### config.mk
export PLATFORM = sky130hd
export DESIGN_NAME = multiphase_pwm_interleave_sampler
export DESIGN_NICKNAME = d
export VERILOG_FILES = /design/src/shared/pwm_interleave_pkg.sv /design/src/core/multiphase_pwm_interleave_sampler.sv /design/src/core/phase_sample_hold.sv
export SDC_FILE = /design/constraint.sdc
export NUM_CORES = 1
export LEC_CHECK = 0
export ABC_CLOCK_PERIOD_IN_PS = 32100
export CAP_MARGIN = 5
export CORE_ASPECT_RATIO = 2
export CORE_MARGIN = 3
export CORE_UTILIZATION = 55
export CTS_CLUSTER_SIZE = 10
export DETAILED_ROUTE_END_ITERATION = 6
export DONT_BUFFER_PORTS = 1
export GPL_ROUTABILITY_DRIVEN = 0
export HOLD_SLACK_MARGIN = 0.03
export PLACE_DENSITY = 0.7
export SLEW_MARGIN = 20
export SYNTH_ARGS = -nofsm -noshare
export SYNTH_HDL_FRONTEND = slang
export SYNTH_SLANG_ARGS = --single-unit
### constraint.sdc
create_clock -name ref_clk -period 32.1 [get_ports ref_clk]
set_input_delay 4.815 -clock ref_clk [delete_from_list [all_inputs] [get_ports ref_clk]]
set_output_delay 4.815 -clock ref_clk [all_outputs]
set_load 0.05 [all_outputs]
### src/shared/pwm_interleave_pkg.sv
// Package with timing constants and modes of the interleaved phase timing core.
package pwm_interleave_pkg;
   localparam int unsigned PERIOD_W        = 16;
   localparam int unsigned CUR_W           = 12;
   localparam int unsigned NUM_PHASES      = 4;
   localparam logic [15:0] DEFAULT_PERIOD  = 16'h0064;
   localparam logic [15:0] MIN_PERIOD      = 16'h000C;
   localparam logic [1:0]  MODE_TWO        = 2'h2;
   localparam logic [1:0]  MODE_THREE      = 2'h3;
   localparam logic [1:0]  MODE_FOUR       = 2'h0;
   localparam logic [2:0]  CH_TWO          = 3'h2;
   localparam logic [2:0]  CH_THREE        = 3'h3;
   localparam logic [2:0]  CH_FOUR         = 3'h4;
   localparam logic [2:0]  OFF_DIVISOR     = 3'h3;
   localparam logic [15:0] CLK_PERIOD_NS   = 16'h000A;
endpackage

### src/core/multiphase_pwm_interleave_sampler.sv
// Interleaved multi-phase output timing with forced off-time and per-channel sample-and-hold.
//
// Function
// - Every phase offset is derived from the active channel count.
// - One switching cycle is the span between successive channel-1 falling edges.
// - Each cycle starts when channel 1 is driven low.
// - With four channels, falling edges are spaced a quarter cycle apart.
// - With phase 3 tied high, two channels run and channel 2 falls half a cycle later.
// - With only phase 4 tied high, three channels run spaced by one third cycle.
// - After each falling edge the output stays low at least one third cycle.
// - Each channel's current sample starts at its falling edge.
// - The sample window lasts one third of the switching period.
// - Each held sample stands for one full cycle until replaced.
module multiphase_pwm_interleave_sampler #(
   parameter int unsigned PERIOD_W = pwm_interleave_pkg::PERIOD_W,
   parameter int unsigned CUR_W    = pwm_interleave_pkg::CUR_W
) (
   input  wire logic                ref_clk,            // 100 MHz system clock.
   input  wire logic                reset_n,            // Asynchronous reset, active low.
   input  wire logic [PERIOD_W-1:0] freq_set_input,     // Cycle period in clocks.
   input  wire logic [3:0]          phaseDemand,        // Pulse request per phase, high = on.
   input  wire logic                phase3TiedHigh,     // Phase 3 pin read high at power up.
   input  wire logic                phase4TiedHigh,     // Phase 4 pin read high at power up.
   input  wire logic [4*CUR_W-1:0]  sensed_current,     // Live sensed current, four channels.
   output logic [3:0]               phaseOut,           // Phase 1..4 drive, bit 0 is phase 1.
   output logic [3:0]               phaseOutEn,         // Output enable per phase pin.
   output logic [2:0]               activeChannels,     // Active channel count.
   output logic                     cycleStart,         // Pulse when channel 1 falls.
   output logic [3:0]               sampleWindow,       // Sample window open per channel.
   output logic [4*CUR_W-1:0]       heldCurrent,        // Held samples for balance and protection.
   output logic [3:0]               heldValid           // New held sample pulse per channel.
);
   logic [PERIOD_W-1:0] period_q;
   logic [PERIOD_W-1:0] cnt_q;
   logic [1:0]          mode_q;
   logic                modeTaken_q;
   logic [PERIOD_W-1:0] offTime;
   logic [PERIOD_W-1:0] spacing;
   logic [3:0]          termHit;
   logic [PERIOD_W-1:0] offCnt_q [4];
   logic [3:0]          fall;
   logic [PERIOD_W-1:0] lowRun_q;

   ////////////////////////////////////////////////////////////////////////////////
   // Channel count strap, caught once after reset release.
   always_ff @(posedge ref_clk or negedge reset_n) begin
      if (!reset_n) begin
         mode_q      <= pwm_interleave_pkg::MODE_FOUR;
         modeTaken_q <= 1'b0;
      end else if (!modeTaken_q) begin
         modeTaken_q <= 1'b1;
         if (phase3TiedHigh) begin
            mode_q <= pwm_interleave_pkg::MODE_TWO;
         end else if (phase4TiedHigh) begin
            mode_q <= pwm_interleave_pkg::MODE_THREE;
         end else begin
            mode_q <= pwm_interleave_pkg::MODE_FOUR;
         end
      end
   end

   // Count of active channels decoded from the strap mode.
   always_comb begin
      unique case (mode_q)
         pwm_interleave_pkg::MODE_TWO:   activeChannels = pwm_interleave_pkg::CH_TWO;
         pwm_interleave_pkg::MODE_THREE: activeChannels = pwm_interleave_pkg::CH_THREE;
         default:                        activeChannels = pwm_interleave_pkg::CH_FOUR;
      endcase
   end

   ////////////////////////////////////////////////////////////////////////////////
   // Free-running cycle counter; the period reloads only at a cycle boundary.
   always_ff @(posedge ref_clk or negedge reset_n) begin
      if (!reset_n) begin
         cnt_q    <= '0;
         period_q <= PERIOD_W'(pwm_interleave_pkg::DEFAULT_PERIOD);
      end else if (cnt_q >= period_q - 1'b1) begin
         cnt_q    <= '0;
         period_q <= (freq_set_input < pwm_interleave_pkg::MIN_PERIOD) ?
                     PERIOD_W'(pwm_interleave_pkg::MIN_PERIOD) : freq_set_input;
      end else begin
         cnt_q <= cnt_q + 1'b1;
      end
   end

   // Edge spacing and forced off-time as fractions of the period.
   assign spacing = PERIOD_W'(period_q / activeChannels);
   assign offTime = PERIOD_W'((period_q + 2'd2) / pwm_interleave_pkg::OFF_DIVISOR);

   ////////////////////////////////////////////////////////////////////////////////
   // Per-channel termination, off-time hold and output drive.
   genvar gi;
   generate
      for (gi = 0; gi < 4; gi++) begin : g_ch
         logic chActive;
         assign chActive    = (gi < activeChannels);
         assign termHit[gi] = chActive && (cnt_q == PERIOD_W'(spacing * gi));
         assign fall[gi]    = termHit[gi] && phaseOut[gi];

         // Off counter: loaded at termination, output forced low while it runs.
         always_ff @(posedge ref_clk or negedge reset_n) begin
            if (!reset_n) begin
               offCnt_q[gi] <= '0;
            end else if (termHit[gi]) begin
               offCnt_q[gi] <= offTime;
            end else if (offCnt_q[gi] != '0) begin
               offCnt_q[gi] <= offCnt_q[gi] - 1'b1;
            end
         end

         // Output goes low at termination and may rise only after the off-time.
         always_ff @(posedge ref_clk or negedge reset_n) begin
            if (!reset_n) begin
               phaseOut[gi] <= 1'b0;
            end else if (termHit[gi]) begin
               phaseOut[gi] <= 1'b0;
            end else if (offCnt_q[gi] > 1) begin
               phaseOut[gi] <= 1'b0;
            end else begin
               phaseOut[gi] <= chActive && modeTaken_q && phaseDemand[gi];
            end
         end

         assign phaseOutEn[gi] = chActive && modeTaken_q;

         phase_sample_hold #(.CUR_W(CUR_W), .PERIOD_W(PERIOD_W)) u_sh (
            .ref_clk     (ref_clk),
            .reset_n     (reset_n),
            .fallPulse   (termHit[gi]),
            .windowLen   (offTime),
            .sensed      (sensed_current[gi*CUR_W +: CUR_W]),
            .sampling    (sampleWindow[gi]),
            .heldCurrent (heldCurrent[gi*CUR_W +: CUR_W]),
            .heldValid   (heldValid[gi])
         );
      end
   endgenerate

   assign cycleStart = termHit[0];

   ////////////////////////////////////////////////////////////////////////////////
   // Checks.
   property p_cycle_anchor;
      @(posedge ref_clk) disable iff (!reset_n)
      (cnt_q >= period_q - 1'b1) |=> termHit[0];
   endproperty
   a_cycle_anchor: assert property (p_cycle_anchor) else $error("cycle not anchored");

   property p_low_after_term;
      @(posedge ref_clk) disable iff (!reset_n)
      termHit[0] |=> !phaseOut[0];
   endproperty
   a_low_after_term: assert property (p_low_after_term) else $error("ch1 not low");

   property p_forced_off;
      @(posedge ref_clk) disable iff (!reset_n)
      (offCnt_q[1] > 1) |=> !phaseOut[1];
   endproperty
   a_forced_off: assert property (p_forced_off) else $error("off-time broken");

   property p_two_phase;
      @(posedge ref_clk) disable iff (!reset_n)
      (mode_q == pwm_interleave_pkg::MODE_TWO) |-> !termHit[2] && !termHit[3];
   endproperty
   a_two_phase: assert property (p_two_phase) else $error("extra phase in 2ch");

   property p_three_phase;
      @(posedge ref_clk) disable iff (!reset_n)
      (mode_q == pwm_interleave_pkg::MODE_THREE) |-> !termHit[3];
   endproperty
   a_three_phase: assert property (p_three_phase) else $error("extra phase in 3ch");

   property p_spacing;
      @(posedge ref_clk) disable iff (!reset_n)
      termHit[1] |-> (32'(cnt_q) * 32'(activeChannels) <= 32'(period_q)) &&
                     ((32'(cnt_q) + 1) * 32'(activeChannels) > 32'(period_q));
   endproperty
   a_spacing: assert property (p_spacing) else $error("phase 2 spacing");

   property p_window_open;
      @(posedge ref_clk) disable iff (!reset_n)
      termHit[0] |=> sampleWindow[0];
   endproperty
   a_window_open: assert property (p_window_open) else $error("sample not started");

   property p_off_len;
      @(posedge ref_clk) disable iff (!reset_n)
      termHit[0] |-> (offTime * 3 >= period_q);
   endproperty
   a_off_len: assert property (p_off_len) else $error("off-time short");

   // Length of the present low stretch of phase 1, kept only for the off-time check.
   // It saturates so that a long idle stretch cannot wrap back to a short value.
   always_ff @(posedge ref_clk or negedge reset_n) begin
      if (!reset_n) begin
         lowRun_q <= '0;
      end else if (phaseOut[0]) begin
         lowRun_q <= '0;
      end else if (lowRun_q != '1) begin
         lowRun_q <= lowRun_q + 1'b1;
      end
   end

   property p_off_span;
      @(posedge ref_clk) disable iff (!reset_n)
      $rose(phaseOut[0]) |->
         (32'(lowRun_q) * 32'(pwm_interleave_pkg::OFF_DIVISOR) >= 32'(period_q));
   endproperty
   a_off_span: assert property (p_off_span) else $error("low stretch too short");

   // An output whose pin is not enabled must never be driven high.
   property p_quiet_inactive;
      @(posedge ref_clk) disable iff (!reset_n)
      (phaseOut & ~phaseOutEn) == 4'h0;
   endproperty
   a_quiet_inactive: assert property (p_quiet_inactive) else $error("idle phase high");

   // Main scenarios reached: a cycle, a channel-2 fall, falls in the two- and three-channel counts and a held sample.
   c_cycle: cover property (@(posedge ref_clk) termHit[0]);
   c_fall2: cover property (@(posedge ref_clk) fall[1]);
   c_held: cover property (@(posedge ref_clk) heldValid[3]);
   c_two: cover property (@(posedge ref_clk)
      (activeChannels == pwm_interleave_pkg::CH_TWO) && fall[1]);
   c_three: cover property (@(posedge ref_clk)
      (activeChannels == pwm_interleave_pkg::CH_THREE) && fall[2]);
endmodule // multiphase_pwm_interleave_sampler

### src/core/phase_sample_hold.sv
// One channel sample-and-hold: window opens on the falling edge and the result is held.
module phase_sample_hold #(
   parameter int unsigned CUR_W    = 12,
   parameter int unsigned PERIOD_W = 16
) (
   input  wire logic                ref_clk,      // System clock.
   input  wire logic                reset_n,      // Asynchronous reset, active low.
   input  wire logic                fallPulse,    // Channel output falling edge, one cycle.
   input  wire logic [PERIOD_W-1:0] windowLen,    // Window length in cycles.
   input  wire logic [CUR_W-1:0]    sensed,       // Live sensed current of the channel.
   output logic                     sampling,     // High while the window is open.
   output logic [CUR_W-1:0]         heldCurrent,  // Held sample of the channel.
   output logic                     heldValid     // One-cycle pulse when a new sample is held.
);
   logic [PERIOD_W-1:0] winCnt_q;
   logic [CUR_W-1:0]    acc_q;

   // Window counter starts at the falling edge and runs for the window length.
   always_ff @(posedge ref_clk or negedge reset_n) begin
      if (!reset_n) begin
         winCnt_q <= '0;
      end else if (fallPulse) begin
         winCnt_q <= windowLen;
      end else if (winCnt_q != '0) begin
         winCnt_q <= winCnt_q - 1'b1;
      end
   end

   assign sampling = (winCnt_q != '0);

   // The tracking value follows the input while the window is open.
   always_ff @(posedge ref_clk or negedge reset_n) begin
      if (!reset_n) begin
         acc_q <= '0;
      end else if (fallPulse || sampling) begin
         acc_q <= sensed;
      end
   end

   // Hold the captured value until the next window of this channel closes.
   always_ff @(posedge ref_clk or negedge reset_n) begin
      if (!reset_n) begin
         heldCurrent <= '0;
         heldValid   <= 1'b0;
      end else begin
         heldValid <= (winCnt_q == 1);
         if (winCnt_q == 1) begin
            heldCurrent <= acc_q;
         end
      end
   end

   property p_window_len;
      @(posedge ref_clk) disable iff (!reset_n)
      fallPulse |=> (winCnt_q == windowLen);
   endproperty
   a_window_len: assert property (p_window_len) else $error("window length wrong");

   property p_hold_stable;
      @(posedge ref_clk) disable iff (!reset_n)
      !$past(winCnt_q == 1) |-> $stable(heldCurrent);
   endproperty
   a_hold_stable: assert property (p_hold_stable) else $error("held value moved");
endmodule // phase_sample_hold

* After elaboration in Yosys (flattened, before gate mapping)
Index checks and enable logic that the tools add are counted.
W data, S select, Z words.
** Operators by class
- Add/subtract/negate cells :: 11
- $mul :: 1
- Div/mod/pow operators :: 2
- $lt $le $gt $ge :: 10
- Equal/unequal tests :: 9
- Shifts and indexed selects :: 0
- Muxes and demuxes :: 29
- Bitwise logic cells :: 0
- Reduce and logical (&&, ||, !) cells :: 33
** Operators with widths (number)
- $mux W16 :: 18
- $sub A16 B1 Y16 const B :: 9
- $reduce_bool A16 Y1 :: 8
- $eq A16 B1 Y1 const B :: 4
- $gt A16 B1 Y1 const B :: 4
- $eq A16 B16 Y1 :: 3
- $add A16 B1 Y16 const B :: 1
- $add A16 B2 Y16 const B :: 1
- $div A16 B2 Y16 const B :: 1
- $div A16 B3 Y16 :: 1
- $ge A16 B16 Y1 :: 1
- $logic_not A16 Y1 :: 1
- $lt A16 B4 Y1 const B :: 1
- $mul A16 B2 Y16 const B :: 1
- $reduce_bool A2 Y1 :: 8
- $logic_and A1 B1 Y1 :: 12
- $mux W1 :: 8
- $lt A1 B3 Y1 const A :: 2
- $lt A2 B3 Y1 const A :: 2
- $pmux W3 S2 :: 1
- $eq A2 B2 Y1 const B :: 2
- $logic_or A1 B1 Y1 :: 4
- $mux W2 :: 2
** Storage, ports and cells
- Bits in registers :: 267
- Latch bits :: 0
- Bits in writable memories :: 0
- ROM bits :: 0
- Bits of input ports :: 72
- Output and inout bits :: 68
- Word-level logic and storage cells :: 123
- Memories :: 0

* Longest topological paths before layout
Gate-level depths: netlist of run 1.
- Depth after elaboration :: 7
- Gate-level depth with buffers :: 149
- Mapped depth without buffers :: 135

* Hierarchy
Synthesis of run 1 repeated with hierarchy kept, for this count alone.
** Second synthesis, totals
- Cell total of the unflattened synthesis :: 2803
- Area total of the unflattened synthesis :: 24158.2 um^2
** By module, submodules not included
- multiphase_pwm_interleave_sampler :: instances 1, cells an instance 2131, area an instance 16150.5 um^2, sequential area each 2581.2 um^2
- phase_sample_hold :: instances 4, cells an instance 168, area an instance 2001.9 um^2, sequential area each 1026.0 um^2

* Worst setup path after synthesis of run 1
Ideal clock, no wire load.
- Path type :: register to register
- From :: register mode_q[1]
- To :: register g_ch[3].u_sh.acc_q[10]
- Setup time :: 0.127 ns
- Arrival time :: 26.692 ns
- Required time :: 31.973 ns
- Setup slack :: 5.281 ns
- Stages on the path, launching flop included :: 143
- Path buffers :: 13
- Clock period less this slack :: 26.819 ns
- Cell sequence :: dfrtp_1 > buf_2 > nand2_1 > ha_1 > nor4b_1 > o21a_1 > nor2_1 > ha_1 > o21ai_2 > and2_1 > buf_2 > o21ai_0 > ha_1 > o21a_1 > or2_1 > clkbuf_1 > and2_1 > a211o_1 > [... 107 more ...] > nor2b_1 > o21ai_0 > nand2b_1 > a21o_1 > a21o_1 > a21oi_1 > o21bai_1 > a21oi_1 > o21bai_1 > a21oi_1 > o21bai_1 > a21o_1 > a21oi_1 > xnor2_1 > nand4_1 > nand2_1 > buf_6 > mux2_1
** On the way
- Longest elaborated chain between the ends :: 7
- Elaborated cells between the ends (all ways) :: 9
- Classes of those cells :: mul (1); div (1); order compare (1); eq/ne (3); mux (1); reduce/logical (2)
** RTL lines
- start, declared :: RTL line multiphase_pwm_interleave_sampler.sv:35 : logic [1:0] mode_q;
- start signal, assigned :: RTL line multiphase_pwm_interleave_sampler.sv:48 : mode_q <= pwm_interleave_pkg::MODE_FOUR;
- start signal, assigned :: RTL line multiphase_pwm_interleave_sampler.sv:53 : mode_q <= pwm_interleave_pkg::MODE_TWO;
- start signal, assigned :: RTL line multiphase_pwm_interleave_sampler.sv:55 : mode_q <= pwm_interleave_pkg::MODE_THREE;
- $eq A2 B2 Y1 :: RTL line multiphase_pwm_interleave_sampler.sv:64 : unique case (mode_q)
- $pmux W3 S2 (*) :: RTL line multiphase_pwm_interleave_sampler.sv:64
- $div A16 B3 Y16 :: RTL line multiphase_pwm_interleave_sampler.sv:87 : assign spacing = PERIOD_W'(period_q / activeChannels);
- $mul A16 B2 Y16 :: RTL line multiphase_pwm_interleave_sampler.sv:97 : assign termHit[gi] = chActive && (cnt_q == PERIOD_W'(spacing * gi));
- $eq A16 B16 Y1 :: RTL line multiphase_pwm_interleave_sampler.sv:97
- $logic_and A1 B1 Y1 (*) :: RTL line multiphase_pwm_interleave_sampler.sv:97
- $logic_or A1 B1 Y1 (*) :: RTL line phase_sample_hold.sv:35 : end else if (fallPulse || sampling) begin
- end signal, assigned :: RTL line phase_sample_hold.sv:36 : acc_q <= sensed;
- end, declared :: RTL line phase_sample_hold.sv:16 : logic [CUR_W-1:0] acc_q;
Mark *: on every way between the ends. The rest lies on a longest branch, timed or not.
A chain may end at the register's enable or synchronous reset.

* Worst setup path after layout of run 1
- From :: register mode_q[1]
- To :: register g_ch[3].u_sh.acc_q[11]
** On the way
- Longest elaborated chain between the ends :: 7
- Elaborated cells between the ends (all ways) :: 9
- Classes of those cells :: mul (1); div (1); order compare (1); eq/ne (3); mux (1); reduce/logical (2)
** RTL lines
- $eq A2 B2 Y1 :: RTL line multiphase_pwm_interleave_sampler.sv:64
- $pmux W3 S2 (*) :: RTL line multiphase_pwm_interleave_sampler.sv:64
- via activeChannels[2] :: RTL line multiphase_pwm_interleave_sampler.sv:27 : output logic [2:0] activeChannels,
- $div A16 B3 Y16 :: RTL line multiphase_pwm_interleave_sampler.sv:87
- $mul A16 B2 Y16 :: RTL line multiphase_pwm_interleave_sampler.sv:97
- $eq A16 B16 Y1 :: RTL line multiphase_pwm_interleave_sampler.sv:97
- $logic_and A1 B1 Y1 (*) :: RTL line multiphase_pwm_interleave_sampler.sv:97
- $logic_or A1 B1 Y1 (*) :: RTL line phase_sample_hold.sv:35
Mark *: on every way through the listed nets, which the timed path passes. The rest lies on a longest branch.

==> summary.md, run 1 <==
| Metric | Value |
|---|---|
| Post-synthesis cell type count | 131 |
| Switching Share | 48.6% |
| Core ar. | 0.0413 sq mm |
| Inst Count DP | 3161 |
| Yosys reg bits | 267 |
| Register area share after synthesis | 28.9% |
| Flop-to-flop setup slack | 2.50 ns |
| DP Area | 0.0233 sq mm |
| Tcrit/Tclk final | 92.2% |
| Critical Path RT | 32.56 ns |
| Initial Utilization | 56.1% |
| Hold Path Cell Cnt | 2 |
| I/O Buffers | 0 |
| Vias | 21072 |
| Async set or reset register ratio after synthesis | 100% |
| HPWL Detailed | 53100 microns |
| First-pass GRT wire length | 109000 microns |
| # rows | 105 |
| CP startpoint kind | flip-flop |
| CTS tree | built |
| Hold Path Class | flip-flop to flip-flop |
| Main synth FF type | dfrtp_1 |
| Mean Syn Cell Area | 8.43 sq um |
| Post-Syn Nets | 2920 |
| Latest clock arrival within the worst-skew pair | 0.59 ns |
| R2r worst-path depth | 131 |
| Final setup violating endpoints | 0 |
| WL per Instance | 21.5 microns |
| PwrDens | 78.5 mW/mm^2 |
| P_int | 0.979 mW |
| RSZ-0062 raised after global routing | true |
| Fmax | 0.0338 GHz |
| Clk buf depth | 3 |
| DRC | 0 |
| Post-Syn Instances | 2745 |
| Max FO, Critical Path | 24 |
| Clk slew on worst S/H paths | 0.06 ns |
| Area leader, netlist | dfrtp_1 |
| Routed Antenna Nets | 0 |
| CP Data Arrival Time | 30.06 ns |
| Max Slew Vio Count | 0 |
| Inserted Diodes | 0 |
| Root buf cell | clkbuf_16 |
| GRT overflow | 0 |
| Min-Delay Endpoint | g_ch[1].u_sh.heldCurrent[0] |
| Global-route usage over all layers | 30.2% |
| Area of the mapped netlist | 0.0231 sq mm |
| Synth-to-Final Area Change | 4.80% |
| Initial antenna violation count | 1 |
| Layout cells sized above 1 | 9.69% |
| Worst path bufs/invs | 6 |
| Hold Crit Start | g_ch[1].u_sh.acc_q[0] |
| Clock skew | 0.0258 ns |
| Final hold slack | 0.464 ns |
| Reg power frac | 21.1% |
| Top cell type's share of synthesized area | 28.5% |
| Rel. slew slack | 22.0% |
| Worst setup EP type | flip-flop |
| Final Non-Filler Cells | 3207 |
| Setup tns final | 0 ns |
| Leak Pwr | 10.7 nW |
| Inserted Clock Buffers | 30 |
| Die area | 0.0447 sq mm |
| P_sw | 0.926 mW |
| Vias per inst | 6.57 |
| Final hold violations | 0 |
| Vias in the first global route | 21710 |
| Router iterations before antenna repair | 6 |
| Period minus WS final | 29.60 ns |
| Clk pwr share | 16.1% |
| Fin nets | 2837 |
| Number of synthesized flops with an enable pin | 0 |
| H-tree levels | 1 |
| Critical path class | flip-flop to flip-flop |
| Final WS setup | 2.50 ns |
| Slowest CP cell | or4_4 |
| Design area | 0.0243 sq mm |
| WP depth | 131 |
| Pre-CTS setup slack | 0.315 ns |
| Final Power | 1.91 mW |
| RR Startpoint | mode_q[1] |
| Die width | 151 microns |
| Synth top area cells | dfrtp_1, xnor2_1, ha_1 |
| Largest net degree at the start of global routing | 268 |
| Critical path's top delay family | compound AO/OA/AOI/OAI gates |
| I/O pin cnt | 140 |
| Total Wirelength | 69000 microns |
| Comb power frac | 62.8% |
| Clock Sinks | 267 |
| Final core occ | 58.8% |
| VDD IR-drop max | 0.171 mV |
| Height of the die | 296 microns |
| Number of max-cap violations | 0 |
| Max incr delay on CP | 0.54 ns |
| Synthesis Warnings | 0 |
| Worst-Margin Slew | 1.17 ns |
| FF-to-FF End | g_ch[3].u_sh.acc_q[11] |
| Fill cell count | 3747 |
| Hold buffers post-CTS | 0 |
| Outcome | finished, final reports clean |
| Iteration-0 DRC Markers | 1218 |
[cells in the mapped netlist, types with 13 or more instances]
master,instances
xnor2_1,169
nor2b_1,34
o31ai_1,23
o21ai_1,48
dfrtp_1,264
a21oi_1,160
buf_4,22
mux2_1,32
nand4_1,31
o211ai_1,24
nand3_1,106
nand2_1,253
or4_1,17
nand2b_1,39
mux2_2,64
and2_1,34
nor2_1,251
o22ai_1,18
xor2_1,102
o21ai_0,101
o21a_1,37
ha_1,102
or2_2,15
nor4_1,58
a31oi_1,26
and3_1,25
buf_2,35
or3_1,27
a21o_1,30
nor3_1,106
inv_1,63
a211o_1,13
mux2i_1,29
clkbuf_1,71
a211oi_1,27
[logic make-up (layout without fill, tap and decap cells)]
logic type      count (synthesis)  count (layout)  synth area share (%)
simple gates                 1085            1085                  24.3
compound gates                670             670                  19.9
xor+xnor                      278             278                  10.8
flops                         267             267                  28.9
buf+inv                       207             134                  4.03
mux                           133             133                  6.43
fa+ha+maj                     104             104                  5.64
other cells                     1               1                0.0162
[power groups by stage]
stage                     clock, mW  sequential (mW)  combinational, mW
after floorplan                   0            0.403              0.916
after global placement            0            0.406               1.13
after detailed placement          0            0.408               1.15
after CTS                     0.310            0.402               1.15
after global routing          0.325            0.406               1.31
final                         0.306            0.402               1.20
[worst register-to-register path, delay by kind of cell, from the launching register on]
family | cells | cell delay [ns]
flops | 1 | 0.34
mux | 4 | 1.18
xor+xnor | 1 | 0.14
fa+ha+maj | 17 | 4.95
buf+inv | 6 | 1.13
compound gates | 60 | 11.46
simple gates | 43 | 10.30
[area by class of cell]
type                    instances  area, sq um  share of cell area, %
clock buffers                  41          802                   3.31
multi-input cells            2271        15600                   64.4
flip-flops and latches        267         6690                   27.6
clock inverters                 1         30.0                  0.124
inverters                      68          258                   1.06
repair buffers                 24          184                  0.758
well taps                     535          669                   2.76
[worst max path at each step]
stage	to	slack, ns	from
2_1_floorplan	g_ch[3].u_sh.acc_q[10]	5.28	mode_q[1]
6_report	g_ch[3].u_sh.acc_q[11]	2.50	mode_q[1]
5_1_grt	g_ch[3].u_sh.acc_q[7]	-0.12	mode_q[1]
3_5_place_dp	g_ch[3].u_sh.winCnt_q[7]	0.32	mode_q[1]
4_1_cts	g_ch[3].u_sh.winCnt_q[7]	0.18	mode_q[1]
3_3_place_gp	g_ch[3].u_sh.winCnt_q[7]	1.59	mode_q[1]
[state kept, by name, indices dropped and copies added (netlist names)]
name                   count
cnt_q                     16
mode_q                     2
modeTaken_q                1
offCnt_q                  64
period_q                  16
g_ch.u_sh.winCnt_q        64
phaseOut                   4
g_ch.u_sh.acc_q           48
g_ch.u_sh.heldCurrent     48
g_ch.u_sh.heldValid        4
[layout by cell type, fill, tap and decap left out, drive strengths merged, types with 32 or more instances in the layout]
cell / synthesis / final
dfrtp: 264 / 264
nor2: 256 / 256
nand2: 256 / 256
xnor2: 175 / 175
a21oi: 163 / 163
o21ai: 151 / 151
nor3: 113 / 113
nand3: 111 / 111
xor2: 103 / 103
ha: 102 / 102
mux2: 101 / 101
inv: 66 / 66
nor4: 65 / 65
clkbuf: 71 / 41
nand2b: 40 / 40
o21a: 38 / 38
and2: 36 / 36
a211oi: 36 / 36
nand4: 35 / 35
nor2b: 34 / 34
mux2i: 32 / 32
[metal layers]
metal	wire (microns)	GRT usage, %	part of all wire [%]	up-vias
met5	13	0	0.019	-
met4	5940	22.7	8.6	2
met3	3220	3.47	4.7	327
met2	37000	58.1	54	798
met1	22900	28.2	33	10141
li1	-	-	-	9804
[timing repair]
item | CTS | global route
endpoints found under the setup margin | 0 | 124
setup buffers | 0 | 4
gates resized for setup | 0 | 22
(Power assumes the default switching activity.)
==> run 2, diff against run 1 <==
Settings changed: CORE_MARGIN 3 to default.
==> summary.md, run 2 (synthesized netlist as in run 1, its figures left out) <==
| Metric | Value |
|---|---|
| Synth-to-Final Area Change | 5.07% |
| Final Power | 1.92 mW |
| Reg power frac | 20.9% |
| Initial antenna violation count | 0 |
| Inserted Diodes | 0 |
| Initial Utilization | 55.6% |
| Vias in the first global route | 21644 |
| Period minus WS final | 29.87 ns |
| P_int | 0.982 mW |
| Slowest CP cell | or4_4 |
| I/O pin cnt | 140 |
| Comb power frac | 62.4% |
| Die width | 147 microns |
| Final setup violating endpoints | 0 |
| Leak Pwr | 10.7 nW |
| Clk buf depth | 3 |
| Hold buffers post-CTS | 0 |
| VDD IR-drop max | 0.136 mV |
| Clk slew on worst S/H paths | 0.06 ns |
| Switching Share | 48.9% |
| Most frequent cells in the layout | dfrtp_1, nor2_1, nand2_1 |
| H-tree levels | 1 |
| Core ar. | 0.0416 sq mm |
| Routed Antenna Nets | 0 |
| Outcome | finished, final reports clean |
| Rel. slew slack | 15.4% |
| Max Slew Vio Count | 0 |
| Critical path class | flip-flop to flip-flop |
| Vias | 21184 |
| Fill cell count | 3776 |
| CTS tree | built |
| Most common cell after layout, fill and taps aside | dfrtp_1 |
| Root buf cell | clkbuf_16 |
| Number of max-cap violations | 0 |
| RSZ-0062 raised after global routing | false |
| Iteration-0 DRC Markers | 1358 |
| CP startpoint kind | flip-flop |
| DRC | 0 |
| Largest net degree at the start of global routing | 268 |
| P_sw | 0.938 mW |
| Total Wirelength | 69300 microns |
| Pre-CTS setup slack | -0.0194 ns |
| Fmax | 0.0335 GHz |
| Die area | 0.0430 sq mm |
| Worst-Margin Slew | 1.26 ns |
| Height of the die | 292 microns |
| Clock Sinks | 267 |
| Max incr delay on CP | 0.55 ns |
| Final Non-Filler Cells | 3229 |
| CP Data Arrival Time | 30.35 ns |
| First-pass GRT wire length | 110000 microns |
| Crit-path most repeated cell | ha_1 |
| Worst setup EP type | flip-flop |
| Hold Path Class | flip-flop to flip-flop |
| Inserted Clock Buffers | 30 |
| Global-route usage over all layers | 32.1% |
| Critical Path RT | 32.58 ns |
| I/O Buffers | 0 |
| Tcrit/Tclk final | 93.1% |
| Vias per inst | 6.56 |
| Clock skew | 0.0340 ns |
| # rows | 106 |
| Final hold violations | 0 |
| Final core occ | 58.4% |
| Max FO, Critical Path | 24 |
| Layout cells sized above 1 | 9.71% |
| Setup tns final | 0 ns |
| Router iterations before antenna repair | 6 |
| Largest regs | g_ch.u_sh.winCnt_q: 64 flops, offCnt_q: 64 flops |
| Latest clock arrival within the worst-skew pair | 0.61 ns |
| WL per Instance | 21.5 microns |
| Fin nets | 2840 |
| PwrDens | 79.0 mW/mm^2 |
| Inst Count DP | 3172 |
| GRT overflow | 0 |
| Final WS setup | 2.23 ns |
| Clk pwr share | 16.6% |
| HPWL Detailed | 52600 microns |
-- run 2: cell type report --
type	count	area, sq um	area share (%)
multi-input combinational	2271	15600	64.2
sequential	267	6690	27.5
clock buffer	55	855	3.51
tap	540	676	2.78
inverter	68	258	1.06
timing repair buffer	27	206	0.849
clock inverter	1	30.0	0.123
-- run 2: worst max-delay path: cells and delay by family, from the launching register on --
family	cells	cell delay, ns
adder cells (fa/ha/maj)	17	4.91
XOR/XNOR	1	0.14
flip-flops	1	0.35
AND/OR/NAND/NOR	44	10.73
AO/OA/AOI/OAI	57	11.33
multiplexers	4	1.22
buffers and inverters	6	0.96
-- run 2: stage by stage --
| stage | hold slack [ns] | instance area (sq um) |
|---|---|---|
| after floorplan | 0.433 | 23100 |
| after global routing | 0.500 | 24300 |
| after global placement | 0.443 | 23400 |
| after detailed placement | 0.449 | 23400 |
| final | 0.465 | 24300 |
| after CTS | 0.465 | 24200 |
-- run 2: final timing paths --
check | cells past startpoint | to | start | slack (ns)
worst max-delay path | 129 | g_ch[3].u_sh.acc_q[0] | mode_q[1] | 2.23
worst max register to register | 129 | g_ch[3].u_sh.acc_q[0] | mode_q[1] | 2.23
worst min register to register | 2 | g_ch[1].u_sh.heldCurrent[7] | g_ch[1].u_sh.acc_q[7] | 0.47
min in group asynchronous | 0 | g_ch[3].u_sh.heldCurrent[3] | reset_n | 3.91
max in group asynchronous | 0 | g_ch[0].u_sh.winCnt_q[9] | reset_n | 27.67
worst min-delay path | 2 | g_ch[1].u_sh.heldCurrent[7] | g_ch[1].u_sh.acc_q[7] | 0.47
-- run 2: power groups by stage --
stage / registers [mW] / logic [mW] / clock network [mW]
6_report: 0.402 / 1.20 / 0.320
5_1_grt: 0.404 / 1.30 / 0.337
3_3_place_gp: 0.406 / 1.14 / 0
2_1_floorplan: 0.403 / 0.916 / 0
3_5_place_dp: 0.408 / 1.16 / 0
4_1_cts: 0.402 / 1.17 / 0.324
-- run 2: metal layers --
metal | GRT usage, % | part of all wire, % | vias to the layer above
li1 | - | - | 9826
met1 | 29.4 | 33 | 10191
met2 | 60.6 | 53 | 811
met3 | 5.38 | 5.4 | 356
met4 | 27.0 | 9.0 | 0
met5 | 0 | 0 | -
-- run 2: what timing repair did --
action                                  in CTS  in global routing
gates resized for setup                      2                 18
endpoints found under the setup margin      34                 45
pin swaps                                    0                  1
setup buffers                                0                  1
